### config.mk
export PLATFORM = sky130hd
export DESIGN_NAME = tcct_timer
export DESIGN_NICKNAME = d
export VERILOG_FILES = /design/src/hdl/tcct_pkg.sv /design/src/hdl/tcct_chan_if.sv /design/src/hdl/tcct_channel.sv /design/src/hdl/tcct_timer.sv
export SDC_FILE = /design/constraint.sdc
export NUM_CORES = 1
export LEC_CHECK = 0
export BUFFER_PORTS_ARGS = -buffer_cell sky130_fd_sc_hd__clkbuf_2
export CORE_MARGIN = 10
export CORE_UTILIZATION = 40
export CTS_CLUSTER_SIZE = 24
export DETAILED_ROUTE_END_ITERATION = 12
export RECOVER_POWER = 25
export SETUP_SLACK_MARGIN = 0.02
export SYNTH_ARGS = -nofsm -noshare
export SYNTH_HDL_FRONTEND = slang
export SYNTH_SLANG_ARGS = --single-unit
### constraint.sdc
create_clock -name clk -period 9.2 [get_ports clk]
set_clock_uncertainty 0.1 [all_clocks]
set_input_delay 1.38 -clock clk [delete_from_list [all_inputs] [get_ports clk]]
set_output_delay 1.38 -clock clk [all_outputs]
set_load 0.005 [all_outputs]
### src/hdl/tcct_pkg.sv
// Shared constants and types of the two-channel capture/compare timer.
// Assumes a 16-bit register port with 8-bit word addresses.
package tcct_pkg;
    localparam int CNT_W = 16;
    localparam int NCH = 2;
    localparam logic [7:0] A_STAT = 8'h00;
    localparam logic [7:0] A_COUNT = 8'h01;
    localparam logic [7:0] A_MOD = 8'h02;
    localparam logic [7:0] A_CH0_CTL = 8'h03;
    localparam logic [7:0] A_CH0_VAL = 8'h04;
    localparam logic [7:0] A_CH1_CTL = 8'h05;
    localparam logic [7:0] A_CH1_VAL = 8'h06;
    localparam int ST_FLAG = 7;
    localparam int ST_IE = 6;
    localparam int ST_HALT = 5;
    localparam int ST_RST = 4;
    localparam int ST_PS_LSB = 0;
    localparam int CC_FLAG = 7;
    localparam int CC_IE = 6;
    localparam int CC_MSHI = 5;
    localparam int CC_MSLO = 4;
    localparam int CC_ELHI = 3;
    localparam int CC_ELLO = 2;
    localparam int CC_WT = 1;
    localparam logic HALT_RST = 1'h1;
    localparam logic [2:0] PS_RST = 3'h0;
    localparam logic [2:0] PS_EXT = 3'h7;
    localparam logic [15:0] MOD_RST = 16'hFFFF;
    localparam logic [15:0] VAL_RST = 16'h0000;
    localparam logic PIN_RST = 1'h1;
    typedef enum logic [1:0] {CM_OFF, CM_CAPTURE, CM_COMPARE, CM_BUFFERED} tcct_chmode_t;
endpackage

### src/hdl/tcct_chan_if.sv
// Link between the timer core and one channel.
// Assumes one bus clock shared by both ends.
`timescale 1ns/100ps
`default_nettype none
interface tcct_chan_if;
    logic [tcct_pkg::CNT_W-1:0] count;
    logic tick;
    logic wrap;
    logic halt;
    logic ms_hi;
    logic ms_lo;
    logic [1:0] edge_sel;
    logic wrap_toggle;
    logic val_wr;
    logic [tcct_pkg::CNT_W-1:0] val_wdata;
    logic pin_in;
    logic [tcct_pkg::CNT_W-1:0] val;
    logic event_p;
    logic pin_out;
    logic pin_oe;
    modport tmr (output count, tick, wrap, halt, ms_hi, ms_lo, edge_sel, wrap_toggle,
        val_wr, val_wdata, pin_in, input val, event_p, pin_out, pin_oe);
    modport ch (input count, tick, wrap, halt, ms_hi, ms_lo, edge_sel, wrap_toggle,
        val_wr, val_wdata, pin_in, output val, event_p, pin_out, pin_oe);
endinterface
`default_nettype wire

### src/hdl/tcct_channel.sv
// One capture/compare channel: pin sync, capture, compare and pin drive.
// Assumes count, tick and wrap come from the core on the same clock.
`timescale 1ns/100ps
`default_nettype none
module tcct_channel (
    input wire logic clk, // Bus clock
    input wire logic rst_n, // Synchronised reset, active low
    tcct_chan_if.ch chan // Core link
);
    logic pin_s1_q, pin_s2_q, pin_s3_q;
    logic [15:0] val_q, active_q;
    logic pin_out_q, pin_oe_q, event_q;
    logic rise, fall, cap_hit, cmp_hit, outmode, drive;
    tcct_pkg::tcct_chmode_t mode;

    always_comb
    begin
        if (chan.ms_hi)
            mode = tcct_pkg::CM_BUFFERED;
        else if (chan.ms_lo)
            mode = tcct_pkg::CM_COMPARE;
        else if (chan.edge_sel != 2'h0)
            mode = tcct_pkg::CM_CAPTURE;
        else
            mode = tcct_pkg::CM_OFF;
    end

    always_ff @(posedge clk or negedge rst_n)
    begin
        if (!rst_n)
        begin
            pin_s1_q <= 1'h0;
            pin_s2_q <= 1'h0;
            pin_s3_q <= 1'h0;
        end
        else
        begin
            pin_s1_q <= chan.pin_in;
            pin_s2_q <= pin_s1_q;
            pin_s3_q <= pin_s2_q;
        end
    end

    assign rise = pin_s2_q & ~pin_s3_q;
    assign fall = ~pin_s2_q & pin_s3_q;
    // Captures are held off while the counter is halted
    assign cap_hit = (mode == tcct_pkg::CM_CAPTURE) && !chan.halt
        && ((chan.edge_sel[0] && rise) || (chan.edge_sel[1] && fall));
    assign outmode = (mode == tcct_pkg::CM_COMPARE) || (mode == tcct_pkg::CM_BUFFERED);
    assign cmp_hit = outmode && chan.tick && (chan.count == active_q);
    assign drive = outmode && (chan.edge_sel != 2'h0);

    always_ff @(posedge clk or negedge rst_n)
    begin
        if (!rst_n)
            val_q <= tcct_pkg::VAL_RST;
        else if (cap_hit)
            val_q <= chan.count;
        else if (chan.val_wr)
            val_q <= chan.val_wdata;
    end

    // Buffered mode takes the new compare value only at counter wrap, avoiding glitched periods
    always_ff @(posedge clk or negedge rst_n)
    begin
        if (!rst_n)
            active_q <= tcct_pkg::VAL_RST;
        else if (mode == tcct_pkg::CM_BUFFERED)
        begin
            if (chan.wrap)
                active_q <= val_q;
        end
        else if (chan.val_wr)
            active_q <= chan.val_wdata;
    end

    always_ff @(posedge clk or negedge rst_n)
    begin
        if (!rst_n)
            pin_out_q <= tcct_pkg::PIN_RST;
        else if (chan.edge_sel == 2'h0)
            pin_out_q <= ~chan.ms_lo;
        else if (drive && chan.wrap && chan.wrap_toggle)
            pin_out_q <= ~pin_out_q;
        else if (drive && cmp_hit)
        begin
            case (chan.edge_sel)
                2'h1: pin_out_q <= ~pin_out_q;
                2'h2: pin_out_q <= 1'h0;
                2'h3: pin_out_q <= 1'h1;
                default: pin_out_q <= pin_out_q;
            endcase
        end
    end

    always_ff @(posedge clk or negedge rst_n)
    begin
        if (!rst_n)
        begin
            pin_oe_q <= 1'h0;
            event_q <= 1'h0;
        end
        else
        begin
            pin_oe_q <= drive;
            event_q <= cap_hit | cmp_hit;
        end
    end

    assign chan.val = val_q;
    assign chan.event_p = event_q;
    assign chan.pin_out = pin_out_q;
    assign chan.pin_oe = pin_oe_q;
endmodule // tcct_channel
`default_nettype wire

### src/hdl/tcct_timer.sv
// Two-channel capture/compare timer core with register port.
// Assumes a one-cycle strobe register master on clk; pins are asynchronous.
`timescale 1ns/100ps
`default_nettype none
module tcct_timer (
    input wire logic clk, // Bus clock, 125 MHz
    input wire logic rstn, // Asynchronous reset, active low
    input wire logic [7:0] addr, // Register word address
    input wire logic [15:0] wdata, // Write data
    input wire logic wr, // Write strobe
    input wire logic rd, // Read strobe
    output logic [15:0] rdata_q, // Read data, cycle after rd
    input wire logic ext_timer_clock_pin, // External counter clock
    input wire logic [1:0] channel_pin_in, // Channel pin levels
    output logic [1:0] channel_pin_out, // Channel pin drive level
    output logic [1:0] channel_pin_oe, // Channel pin drive enable
    output logic irq_q // Interrupt request, active high
);
    localparam int NCH = tcct_pkg::NCH;

    logic rst_s1_q, rst_n_q;
    logic ext_s1_q, ext_s2_q, ext_s3_q;
    logic [5:0] presc_q;
    logic [6:0] presc_lim;
    logic [15:0] count_q, mod_q;
    logic flag_q, arm_q, ie_q, halt_q;
    logic [2:0] ps_q;
    logic tick, wrap, wr_stat, rd_stat, rst_cmd;
    logic [NCH-1:0] chflag_q, charm_q, ch_ie_q, ch_mshi_q, ch_mslo_q, ch_wt_q;
    logic [1:0] ch_el_q [NCH];
    logic [NCH-1:0] wr_ctl, rd_ctl, ch_ev;
    logic [15:0] ch_val [NCH];
    logic [15:0] rmux;

    function automatic logic [7:0] ch_ctl_addr(input int i);
        return (i == 0) ? tcct_pkg::A_CH0_CTL : tcct_pkg::A_CH1_CTL;
    endfunction

    function automatic logic [7:0] ch_val_addr(input int i);
        return (i == 0) ? tcct_pkg::A_CH0_VAL : tcct_pkg::A_CH1_VAL;
    endfunction

    // Reset asserts at once but releases through two flops
    always_ff @(posedge clk or negedge rstn)
    begin
        if (!rstn)
        begin
            rst_s1_q <= 1'h0;
            rst_n_q <= 1'h0;
        end
        else
        begin
            rst_s1_q <= 1'h1;
            rst_n_q <= rst_s1_q;
        end
    end

    always_ff @(posedge clk or negedge rst_n_q)
    begin
        if (!rst_n_q)
        begin
            ext_s1_q <= 1'h0;
            ext_s2_q <= 1'h0;
            ext_s3_q <= 1'h0;
        end
        else
        begin
            ext_s1_q <= ext_timer_clock_pin;
            ext_s2_q <= ext_s1_q;
            ext_s3_q <= ext_s2_q;
        end
    end

    assign wr_stat = wr && (addr == tcct_pkg::A_STAT);
    assign rd_stat = rd && (addr == tcct_pkg::A_STAT);
    assign rst_cmd = wr_stat && wdata[tcct_pkg::ST_RST];

    always_comb
    begin
        for (int i = 0; i < NCH; i++)
        begin
            wr_ctl[i] = wr && (addr == ch_ctl_addr(i));
            rd_ctl[i] = rd && (addr == ch_ctl_addr(i));
        end
    end

    // Divide by 2^ps for ps 0..6; ps 7 follows the external pin's rising edges
    assign presc_lim = 7'(7'h01 << ps_q) - 7'h01;
    always_comb
    begin
        if (halt_q)
            tick = 1'h0;
        else if (ps_q == tcct_pkg::PS_EXT)
            tick = ext_s2_q & ~ext_s3_q;
        else
            // Compare with >= so lowering the prescale never lets the divider run past its limit
            tick = (presc_q >= presc_lim[5:0]);
    end
    assign wrap = tick && (count_q == mod_q);

    always_ff @(posedge clk or negedge rst_n_q)
    begin
        if (!rst_n_q)
            presc_q <= 6'h00;
        else if (rst_cmd)
            presc_q <= 6'h00;
        else if (!halt_q && ps_q != tcct_pkg::PS_EXT)
            presc_q <= tick ? 6'h00 : presc_q + 6'h01;
    end

    // Modulo FFFF gives free-running operation
    always_ff @(posedge clk or negedge rst_n_q)
    begin
        if (!rst_n_q)
            count_q <= 16'h0000;
        else if (rst_cmd)
            count_q <= 16'h0000;
        else if (wrap)
            count_q <= 16'h0000;
        else if (tick)
            count_q <= count_q + 16'h0001;
    end

    always_ff @(posedge clk or negedge rst_n_q)
    begin
        if (!rst_n_q)
            mod_q <= tcct_pkg::MOD_RST;
        else if (wr && addr == tcct_pkg::A_MOD)
            mod_q <= wdata;
    end

    always_ff @(posedge clk or negedge rst_n_q)
    begin
        if (!rst_n_q)
        begin
            ie_q <= 1'h0;
            halt_q <= tcct_pkg::HALT_RST;
            ps_q <= tcct_pkg::PS_RST;
        end
        else if (wr_stat)
        begin
            ie_q <= wdata[tcct_pkg::ST_IE];
            halt_q <= wdata[tcct_pkg::ST_HALT];
            ps_q <= wdata[tcct_pkg::ST_PS_LSB +: 3];
        end
    end

    // A wrap disarms the clear, so a zero write after it is ignored
    always_ff @(posedge clk or negedge rst_n_q)
    begin
        if (!rst_n_q)
            arm_q <= 1'h0;
        else if (wrap || wr_stat)
            arm_q <= 1'h0;
        else if (rd_stat && flag_q)
            arm_q <= 1'h1;
    end

    always_ff @(posedge clk or negedge rst_n_q)
    begin
        if (!rst_n_q)
            flag_q <= 1'h0;
        else if (wrap)
            flag_q <= 1'h1;
        else if (wr_stat && !wdata[tcct_pkg::ST_FLAG] && arm_q)
            flag_q <= 1'h0;
    end

    always_ff @(posedge clk or negedge rst_n_q)
    begin
        if (!rst_n_q)
        begin
            ch_ie_q <= '0;
            ch_mshi_q <= '0;
            ch_mslo_q <= '0;
            ch_wt_q <= '0;
            for (int i = 0; i < NCH; i++)
                ch_el_q[i] <= 2'h0;
        end
        else
        begin
            for (int i = 0; i < NCH; i++)
            begin
                if (wr_ctl[i])
                begin
                    ch_ie_q[i] <= wdata[tcct_pkg::CC_IE];
                    ch_mshi_q[i] <= wdata[tcct_pkg::CC_MSHI];
                    ch_mslo_q[i] <= wdata[tcct_pkg::CC_MSLO];
                    ch_el_q[i] <= wdata[tcct_pkg::CC_ELLO +: 2];
                    ch_wt_q[i] <= wdata[tcct_pkg::CC_WT];
                end
            end
        end
    end

    // Channel flags share the read-then-write-zero clear; a new event wins
    always_ff @(posedge clk or negedge rst_n_q)
    begin
        if (!rst_n_q)
        begin
            chflag_q <= '0;
            charm_q <= '0;
        end
        else
        begin
            for (int i = 0; i < NCH; i++)
            begin
                if (ch_ev[i] || wr_ctl[i])
                    charm_q[i] <= 1'h0;
                else if (rd_ctl[i] && chflag_q[i])
                    charm_q[i] <= 1'h1;
                if (ch_ev[i])
                    chflag_q[i] <= 1'h1;
                else if (wr_ctl[i] && !wdata[tcct_pkg::CC_FLAG] && charm_q[i])
                    chflag_q[i] <= 1'h0;
            end
        end
    end

    always_ff @(posedge clk or negedge rst_n_q)
    begin
        if (!rst_n_q)
            irq_q <= 1'h0;
        else
            irq_q <= (flag_q & ie_q) | (|(chflag_q & ch_ie_q));
    end

    for (genvar g = 0; g < NCH; g++)
    begin : g_ch
        tcct_chan_if cif();
        assign cif.count = count_q;
        assign cif.tick = tick;
        assign cif.wrap = wrap;
        assign cif.halt = halt_q;
        assign cif.ms_hi = ch_mshi_q[g];
        assign cif.ms_lo = ch_mslo_q[g];
        assign cif.edge_sel = ch_el_q[g];
        assign cif.wrap_toggle = ch_wt_q[g];
        assign cif.val_wr = wr && (addr == ch_val_addr(g));
        assign cif.val_wdata = wdata;
        assign cif.pin_in = channel_pin_in[g];
        tcct_channel u_chan (
            .clk(clk),
            .rst_n(rst_n_q),
            .chan(cif.ch)
        );
        assign ch_ev[g] = cif.event_p;
        assign ch_val[g] = cif.val;
        assign channel_pin_out[g] = cif.pin_out;
        assign channel_pin_oe[g] = cif.pin_oe;
    end

    always_comb
    begin
        rmux = 16'h0000;
        if (addr == tcct_pkg::A_STAT)
            rmux = {8'h00, flag_q, ie_q, halt_q, 1'h0, 1'h0, ps_q};
        else if (addr == tcct_pkg::A_COUNT)
            rmux = count_q;
        else if (addr == tcct_pkg::A_MOD)
            rmux = mod_q;
        for (int i = 0; i < NCH; i++)
        begin
            if (addr == ch_ctl_addr(i))
                rmux = {8'h00, chflag_q[i], ch_ie_q[i], ch_mshi_q[i], ch_mslo_q[i],
                    ch_el_q[i], ch_wt_q[i], 1'h0};
            else if (addr == ch_val_addr(i))
                rmux = ch_val[i];
        end
    end

    always_ff @(posedge clk or negedge rst_n_q)
    begin
        if (!rst_n_q)
            rdata_q <= 16'h0000;
        else
            rdata_q <= rd ? rmux : 16'h0000;
    end
endmodule // tcct_timer
`default_nettype wire

[Word-level counts from Yosys, hierarchy flattened]
Cells that the tools add are included.
Cells by class
  add/sub/neg operators: 3
  $mul: 0
  divide/modulo/power cells: 0
  $lt $le $gt $ge: 1
  eq/ne operators: 25
  shift-type cells: 1
  muxes and demuxes: 50
  bitwise logic cells: 19
  reductions and logical operators: 76
Operator list (number)
  $mux 16: 19
  $eq 16x16->1: 3
  $logic_and 1x1->1: 41
  $reduce_bool 2->1: 13
  $eq 8x3->1 const B: 3
  $mux 1: 22
  $mux 6: 3
  $add 16x1->16 const B: 1
  $eq 2x2->1 const B: 8
  $eq 8x2->1 const B: 2
  $reduce_bool 5->1: 2
  $not 1->1: 9
  $reduce_bool 3->1: 3
  $eq 2x1->1 const B: 4
  $eq 8x1->1 const B: 1
  $logic_not 8->1: 1
  $mux 2: 4
  $reduce_and 2->1: 4
  $logic_or 1x1->1: 7
  $add 6x1->6 const B: 1
  $and 1x1->1: 6
  $ge 6x6->1: 1
  $pmux 1 s3: 2
  $shl 1x3->6 const A: 1
  other kinds (10): 14
Word-level totals
  register bits: 159
  latch bits: 0
  memory bits (writable): 0
  ROM bits: 0
  input port bits: 31
  output and inout port bits: 21
  word-level logic and storage cells: 220
  memories: 0

[Depth between registers and ports, before layout]
  depth after elaboration: 12
  gate-level depth with buffers: 11
  gate-level depth less buffers: 8

[By module]
A second synthesis with hierarchy kept.
Unflattened totals
  cells, all modules: 799
  area, all modules: 8270.4 sq um
Modules (own cells, without submodules)
  tcct_timer: times used 1, cells an instance 428, area an instance 4419.2 sq um, seq. area each 2098.3 sq um
  tcct_channel (g_ch[1].u_chan): times used 1, cells an instance 185, area an instance 1936.9 sq um, seq. area each 952.2 sq um
  tcct_channel (g_ch[0].u_chan): times used 1, cells an instance 186, area an instance 1914.3 sq um, seq. area each 952.2 sq um

[Worst setup path before layout]
OpenSTA, ideal clock, no wires.
  path type: input-to-reg
  from: input addr[5]
  to: register ie_q
  setup time: 0.125 ns
  arrival: 3.207 ns
  required time: 8.975 ns
  slack: 5.768 ns
  stages on the path: 6
  path buffers: 2
  cell sequence: or4_4 > or2_1 > buf_2 > buf_2 > nor3_2 > mux2_2
On the way
  longest elaborated chain between the ends: 2
RTL lines
  from (decl): RTL line tcct_timer.sv:8  | input wire logic [7:0] addr,
  $logic_not 8->1: RTL line tcct_timer.sv:74  | assign wr_stat = wr && (addr == tcct_pkg::A_STAT);
  $logic_and 1x1->1: RTL line tcct_timer.sv:74
  to (signal assigned): RTL line tcct_timer.sv:142  | ie_q <= wdata[tcct_pkg::ST_IE];
  to (decl): RTL line tcct_timer.sv:26  | logic flag_q, arm_q, ie_q, halt_q;
Every way passes these cells.
A chain may end at the register's enable or synchronous reset.

==> results.txt <==
----------------------------------------------------
[Critical path]
  Max Fanout on Critical Path ... 47
  Cells along the critical path ... clkbuf_1
  Worst Path Class, Setup ... register to asynchronous set/reset pin
  Required time of the worst setup path ... approximately 9100 ps
  Kind of cell with the highest combined delay on the critical path ... buffers and inverters
  Slowest stage cell, crit path ... sky130_fd_sc_hd__clkbuf_1
  Data arrival time of the worst path ... ~4000 ps
  Category of the worst setup path launch point ... register
  Kind of end point of the critical path ... asynchronous set/reset pin
  Largest stage delay on the critical path ... 1880 ps
  Buf/Inv on CP ... 1

[Timing]
  Number of setup violations in the final report ... 0
  Final hold vios ... 0
  Achievable clock frequency ... 0.250 GHz
  Worst slack on hold paths ... ~250 ps
  Setup TNS Final ... 0 ps
  Max-Slew Margin vs Limit ... -68.7%
  Setup repair after global routing missed its margin ... no
  Minimum clock period ... 4000 ps
  Count of final max-slew check failures ... 94
  Transition time at the pin with the least slew margin ... roughly 2500 ps
  Period utilization ... between 40% and 50%

[Routing]
  Number of design-rule violations left by the first detailed-router iteration ... roughly 600
  Routed wire length ... approximately 24 mm
  DR vias ... about 6500
  DRT Pass-1 Iters ... 5
  Detailed-route DRC error count ... 0
  Via-per-instance ratio ... roughly 5.8
  Wirelength per Cell ... 21.0 microns
  Number of routed nets with antenna violations ... 0

[CTS]
  Register clock-pin slew on the reported worst setup and hold paths ... around 60 ps
  CTS max path bufs ... 2
  Number of buffers created by CTS ... 17
  Master cell of the clock root buffer ... sky130_fd_sc_hd__clkbuf_16
  Number of levels in the clock H-tree ... 4
  Post CTS Setup Buffer Count ... 0
  Total clock sinks ... ~160
  Number of resized instances in the post-cts repair step ... 0
  Later-pin clock latency in the skew report ... about 430 ps
  TritonCTS clock tree ... built
  # hold bufs at CTS ... 0

[Worst hold path]
  Min-Delay Path Class ... register to register

[Global route]
  Number of antenna violations at the first check in global routing ... 0
  Total routing usage reported by global routing ... 17.6%
  Leftover overflow at the end of global routing ... 0
  Largest net degree at the start of global routing ... 68
  Vias in the first global route ... 6421
  Global-route wire length before repair ... ~37 mm

[Synth]
  YS warnings ... 0
  Gate count of the mapped netlist ... 833
  Dominant synthesized flop cell ... sky130_fd_sc_hd__dfrtp_1
  Synth unique cells ... 69
  Number of synthesized register bits ... about 160
  Post-synth ARST share ... 100%
  Sequential area share after synthesis ... 47.5%
  Cell taking the most area after synthesis ... sky130_fd_sc_hd__dfrtp_1
  Post-Syn Nets ... between 800 and 900
  Number of enable-type register cells in the synthesized netlist ... 0
  Synth area leaders ... sky130_fd_sc_hd__dfrtp_1 42%, sky130_fd_sc_hd__mux2i_1 8.3%, sky130_fd_sc_hd__dfstp_2 5.9%
  Total standard cell area after synthesis ... roughly 0.0084 sq mm
  Syn Area/Cell ... slightly above 10 sq um
  Share of Yosys cell area claimed by the top area cell type ... about two fifths

[Placed design]
  Number of port buffers ... between 50 and 60
  Total half-perimeter wirelength after legalization and detailed placement ... approximately 17 mm
  Area of placed instances ... around 0.009 sq mm
  Placed cell count ... 1101
  RD Place Congestion ... around 0.86

[Run]
  Reported max-cap violation count ... 2

[Pwr]
  Gate power share ... 17.5%
  Sequential Power Share ... 48.4%
  Clock network fraction of total power ... 34.1%
  Sw frac ... a little under a third
  Pwr dens ... about 210 mW/mm^2
  Switching power total ... between 600 and 700 uW
  Cell-internal power ... around 1400 uW
  Peak supply drop ... roughly 0.14 mV
  Total power consumption of the routed design ... ~2000 uW
  Leakage ... approximately 0.0040 uW

[Outcome]
  Violated checks ... capacitance limit, slew limit
  Status ... complete, but fails checks

[Finish]
  Post-route cell area ... slightly above 0.009 sq mm
  Total number of nets in the final design ... 884
  Commonest cells after routing, fill and taps aside ... 140 x sky130_fd_sc_hd__dfrtp_1, 82 x sky130_fd_sc_hd__a21oi_1, 70 x sky130_fd_sc_hd__mux2i_1
  Commonest non-fill, non-tap cell in the layout ... sky130_fd_sc_hd__dfrtp_1
  Fraction of layout instances using a drive strength above 1 ... 16.6%
  Growth of design area from synthesis to finish ... 11.0%
  Final Non-Filler Cells ... between 1000 and 1500
  Diodes inserted ... 0

[Die]
  Top Ports ... between 50 and 60
  Area enclosed by the die boundary ... approximately 0.027 sq mm
  Die width ... 165 microns
  Std-Cell Rows ... 53
  Core footprint ... roughly 0.021 sq mm
  Die Ht ... approximately 170 microns
  Effective utilization at floorplan ... 40.4%

----------------------------------------------------
[synth_stat cells, types with 2 or more instances]
cell,count
sky130_fd_sc_hd__dfrtp_1,140
sky130_fd_sc_hd__a21oi_1,82
sky130_fd_sc_hd__mux2i_1,70
sky130_fd_sc_hd__nand2_1,64
sky130_fd_sc_hd__nor2_1,52
sky130_fd_sc_hd__clkbuf_1,41
sky130_fd_sc_hd__o21ai_0,38
sky130_fd_sc_hd__xnor2_1,31
sky130_fd_sc_hd__a22oi_1,20
sky130_fd_sc_hd__dfstp_2,19
sky130_fd_sc_hd__mux2_2,19
sky130_fd_sc_hd__nand4_1,18
sky130_fd_sc_hd__xor2_1,17
sky130_fd_sc_hd__mux2_1,15
sky130_fd_sc_hd__nand3_1,15
sky130_fd_sc_hd__inv_1,14
sky130_fd_sc_hd__buf_2,11
sky130_fd_sc_hd__nand2b_1,11
sky130_fd_sc_hd__nor4_1,10
sky130_fd_sc_hd__o31ai_1,9
sky130_fd_sc_hd__or4_1,9
sky130_fd_sc_hd__ha_1,8
sky130_fd_sc_hd__a21boi_1,7
sky130_fd_sc_hd__a31oi_1,7
sky130_fd_sc_hd__buf_1,7
sky130_fd_sc_hd__nor3_1,7
sky130_fd_sc_hd__or3_1,6
sky130_fd_sc_hd__a211oi_1,5
sky130_fd_sc_hd__and4_1,5
sky130_fd_sc_hd__nand3b_1,5
sky130_fd_sc_hd__o21ai_1,5
sky130_fd_sc_hd__o221ai_1,5
sky130_fd_sc_hd__and3_1,4
sky130_fd_sc_hd__buf_4,4
sky130_fd_sc_hd__o211ai_1,4
sky130_fd_sc_hd__a21o_1,3
sky130_fd_sc_hd__a41o_1,3
sky130_fd_sc_hd__buf_6,3
sky130_fd_sc_hd__nor3_4,3
sky130_fd_sc_hd__o2bb2ai_1,3
sky130_fd_sc_hd__a2111oi_0,2
sky130_fd_sc_hd__and2_1,2
sky130_fd_sc_hd__nand4b_1,2
sky130_fd_sc_hd__nor2b_1,2
sky130_fd_sc_hd__nor4_2,2
[path summary, 6_finish.rpt]
kind | from | end | slack (ps) | cells past startpoint
setup / recovery | rst_n_q | g_ch[0].u_chan.chan.val[15] | 5200 | 1
hold / removal | rst_s1_q | rst_n_q | 250 | 0
setup reg to reg | rst_n_q | g_ch[0].u_chan.chan.val[15] | 5200 | 1
hold reg to reg | rst_s1_q | rst_n_q | 250 | 0
max in group clk | addr[5] | g_ch[1].u_chan.chan.val[11] | 5360 | 7
min in group asynchronous | rstn | rst_s1_q | 630 | 1
[flip-flops by register name, indices dropped and copies added, names as in the netlist, 2 cells and up]
name,cells
g_ch.u_chan.pin_s3_q,2
count_q,16
presc_q,6
charm_q,2
rdata_q,16
ch_ie_q,2
ch_mshi_q,2
g_ch.u_chan.chan.event_p,2
ch_mslo_q,2
ps_q,3
chflag_q,2
g_ch.u_chan.chan.val,32
mod_q,16
g_ch.u_chan.chan.pin_out,2
g_ch.u_chan.active_q,32
g_ch.u_chan.pin_s1_q,2
ch_wt_q,2
g_ch.u_chan.chan.pin_oe,2
g_ch.cif.edge_sel,4
g_ch.u_chan.pin_s2_q,2
[power by group through the flow]
stage	combinational [uW]	clock (uW)	sequential (uW)
after CTS	353	689	962
after global routing	393	720	980
after global placement	341	0	971
final	350	680	965
after floorplan	292	0	899
after detailed placement	351	0	974
[logic make-up after synthesis]
logic type | synth area share (%)
adder cells (fa/ha/maj) | 1.19
buffers and inverters | 4.17
multiplexers | 12.8
XOR/XNOR | 4.99
AND/OR/NAND/NOR | 14.3
flip-flops | 47.5
AO/OA/AOI/OAI | 15.0
other | 0.0445
[layer usage]
| layer | wire length, microns | vias to the layer above | GRT usage (%) |
|---|---|---|---|
| met5 | 0 | - | 0 |
| met4 | 478 | 0 | 5.15 |
| met3 | 1260 | 30 | 2.78 |
| met2 | 11500 | 188 | 28.3 |
| met1 | 10600 | 3274 | 24.0 |
| li1 | - | 3035 | - |
[metrics by stage]
step	worst slack (ps)	utilization, %
after floorplan	4370	-
after global placement	5020	42.2
after detailed placement	4970	42.2
after CTS	5400	44.9
after global routing	4280	44.8
final	5200	44.8
[layout make-up]
cell class	instances	area (sq um)
Multi-Input combinational cell	594	4090
Tap cell	275	344
Clock inverter	11	90.1
Fill cell	2000	11500
Inverter	14	52.6
Timing Repair Buffer	59	309
Sequential cell	159	4000
Clock buffer	21	470
Power figures use the tool's default switching activity.
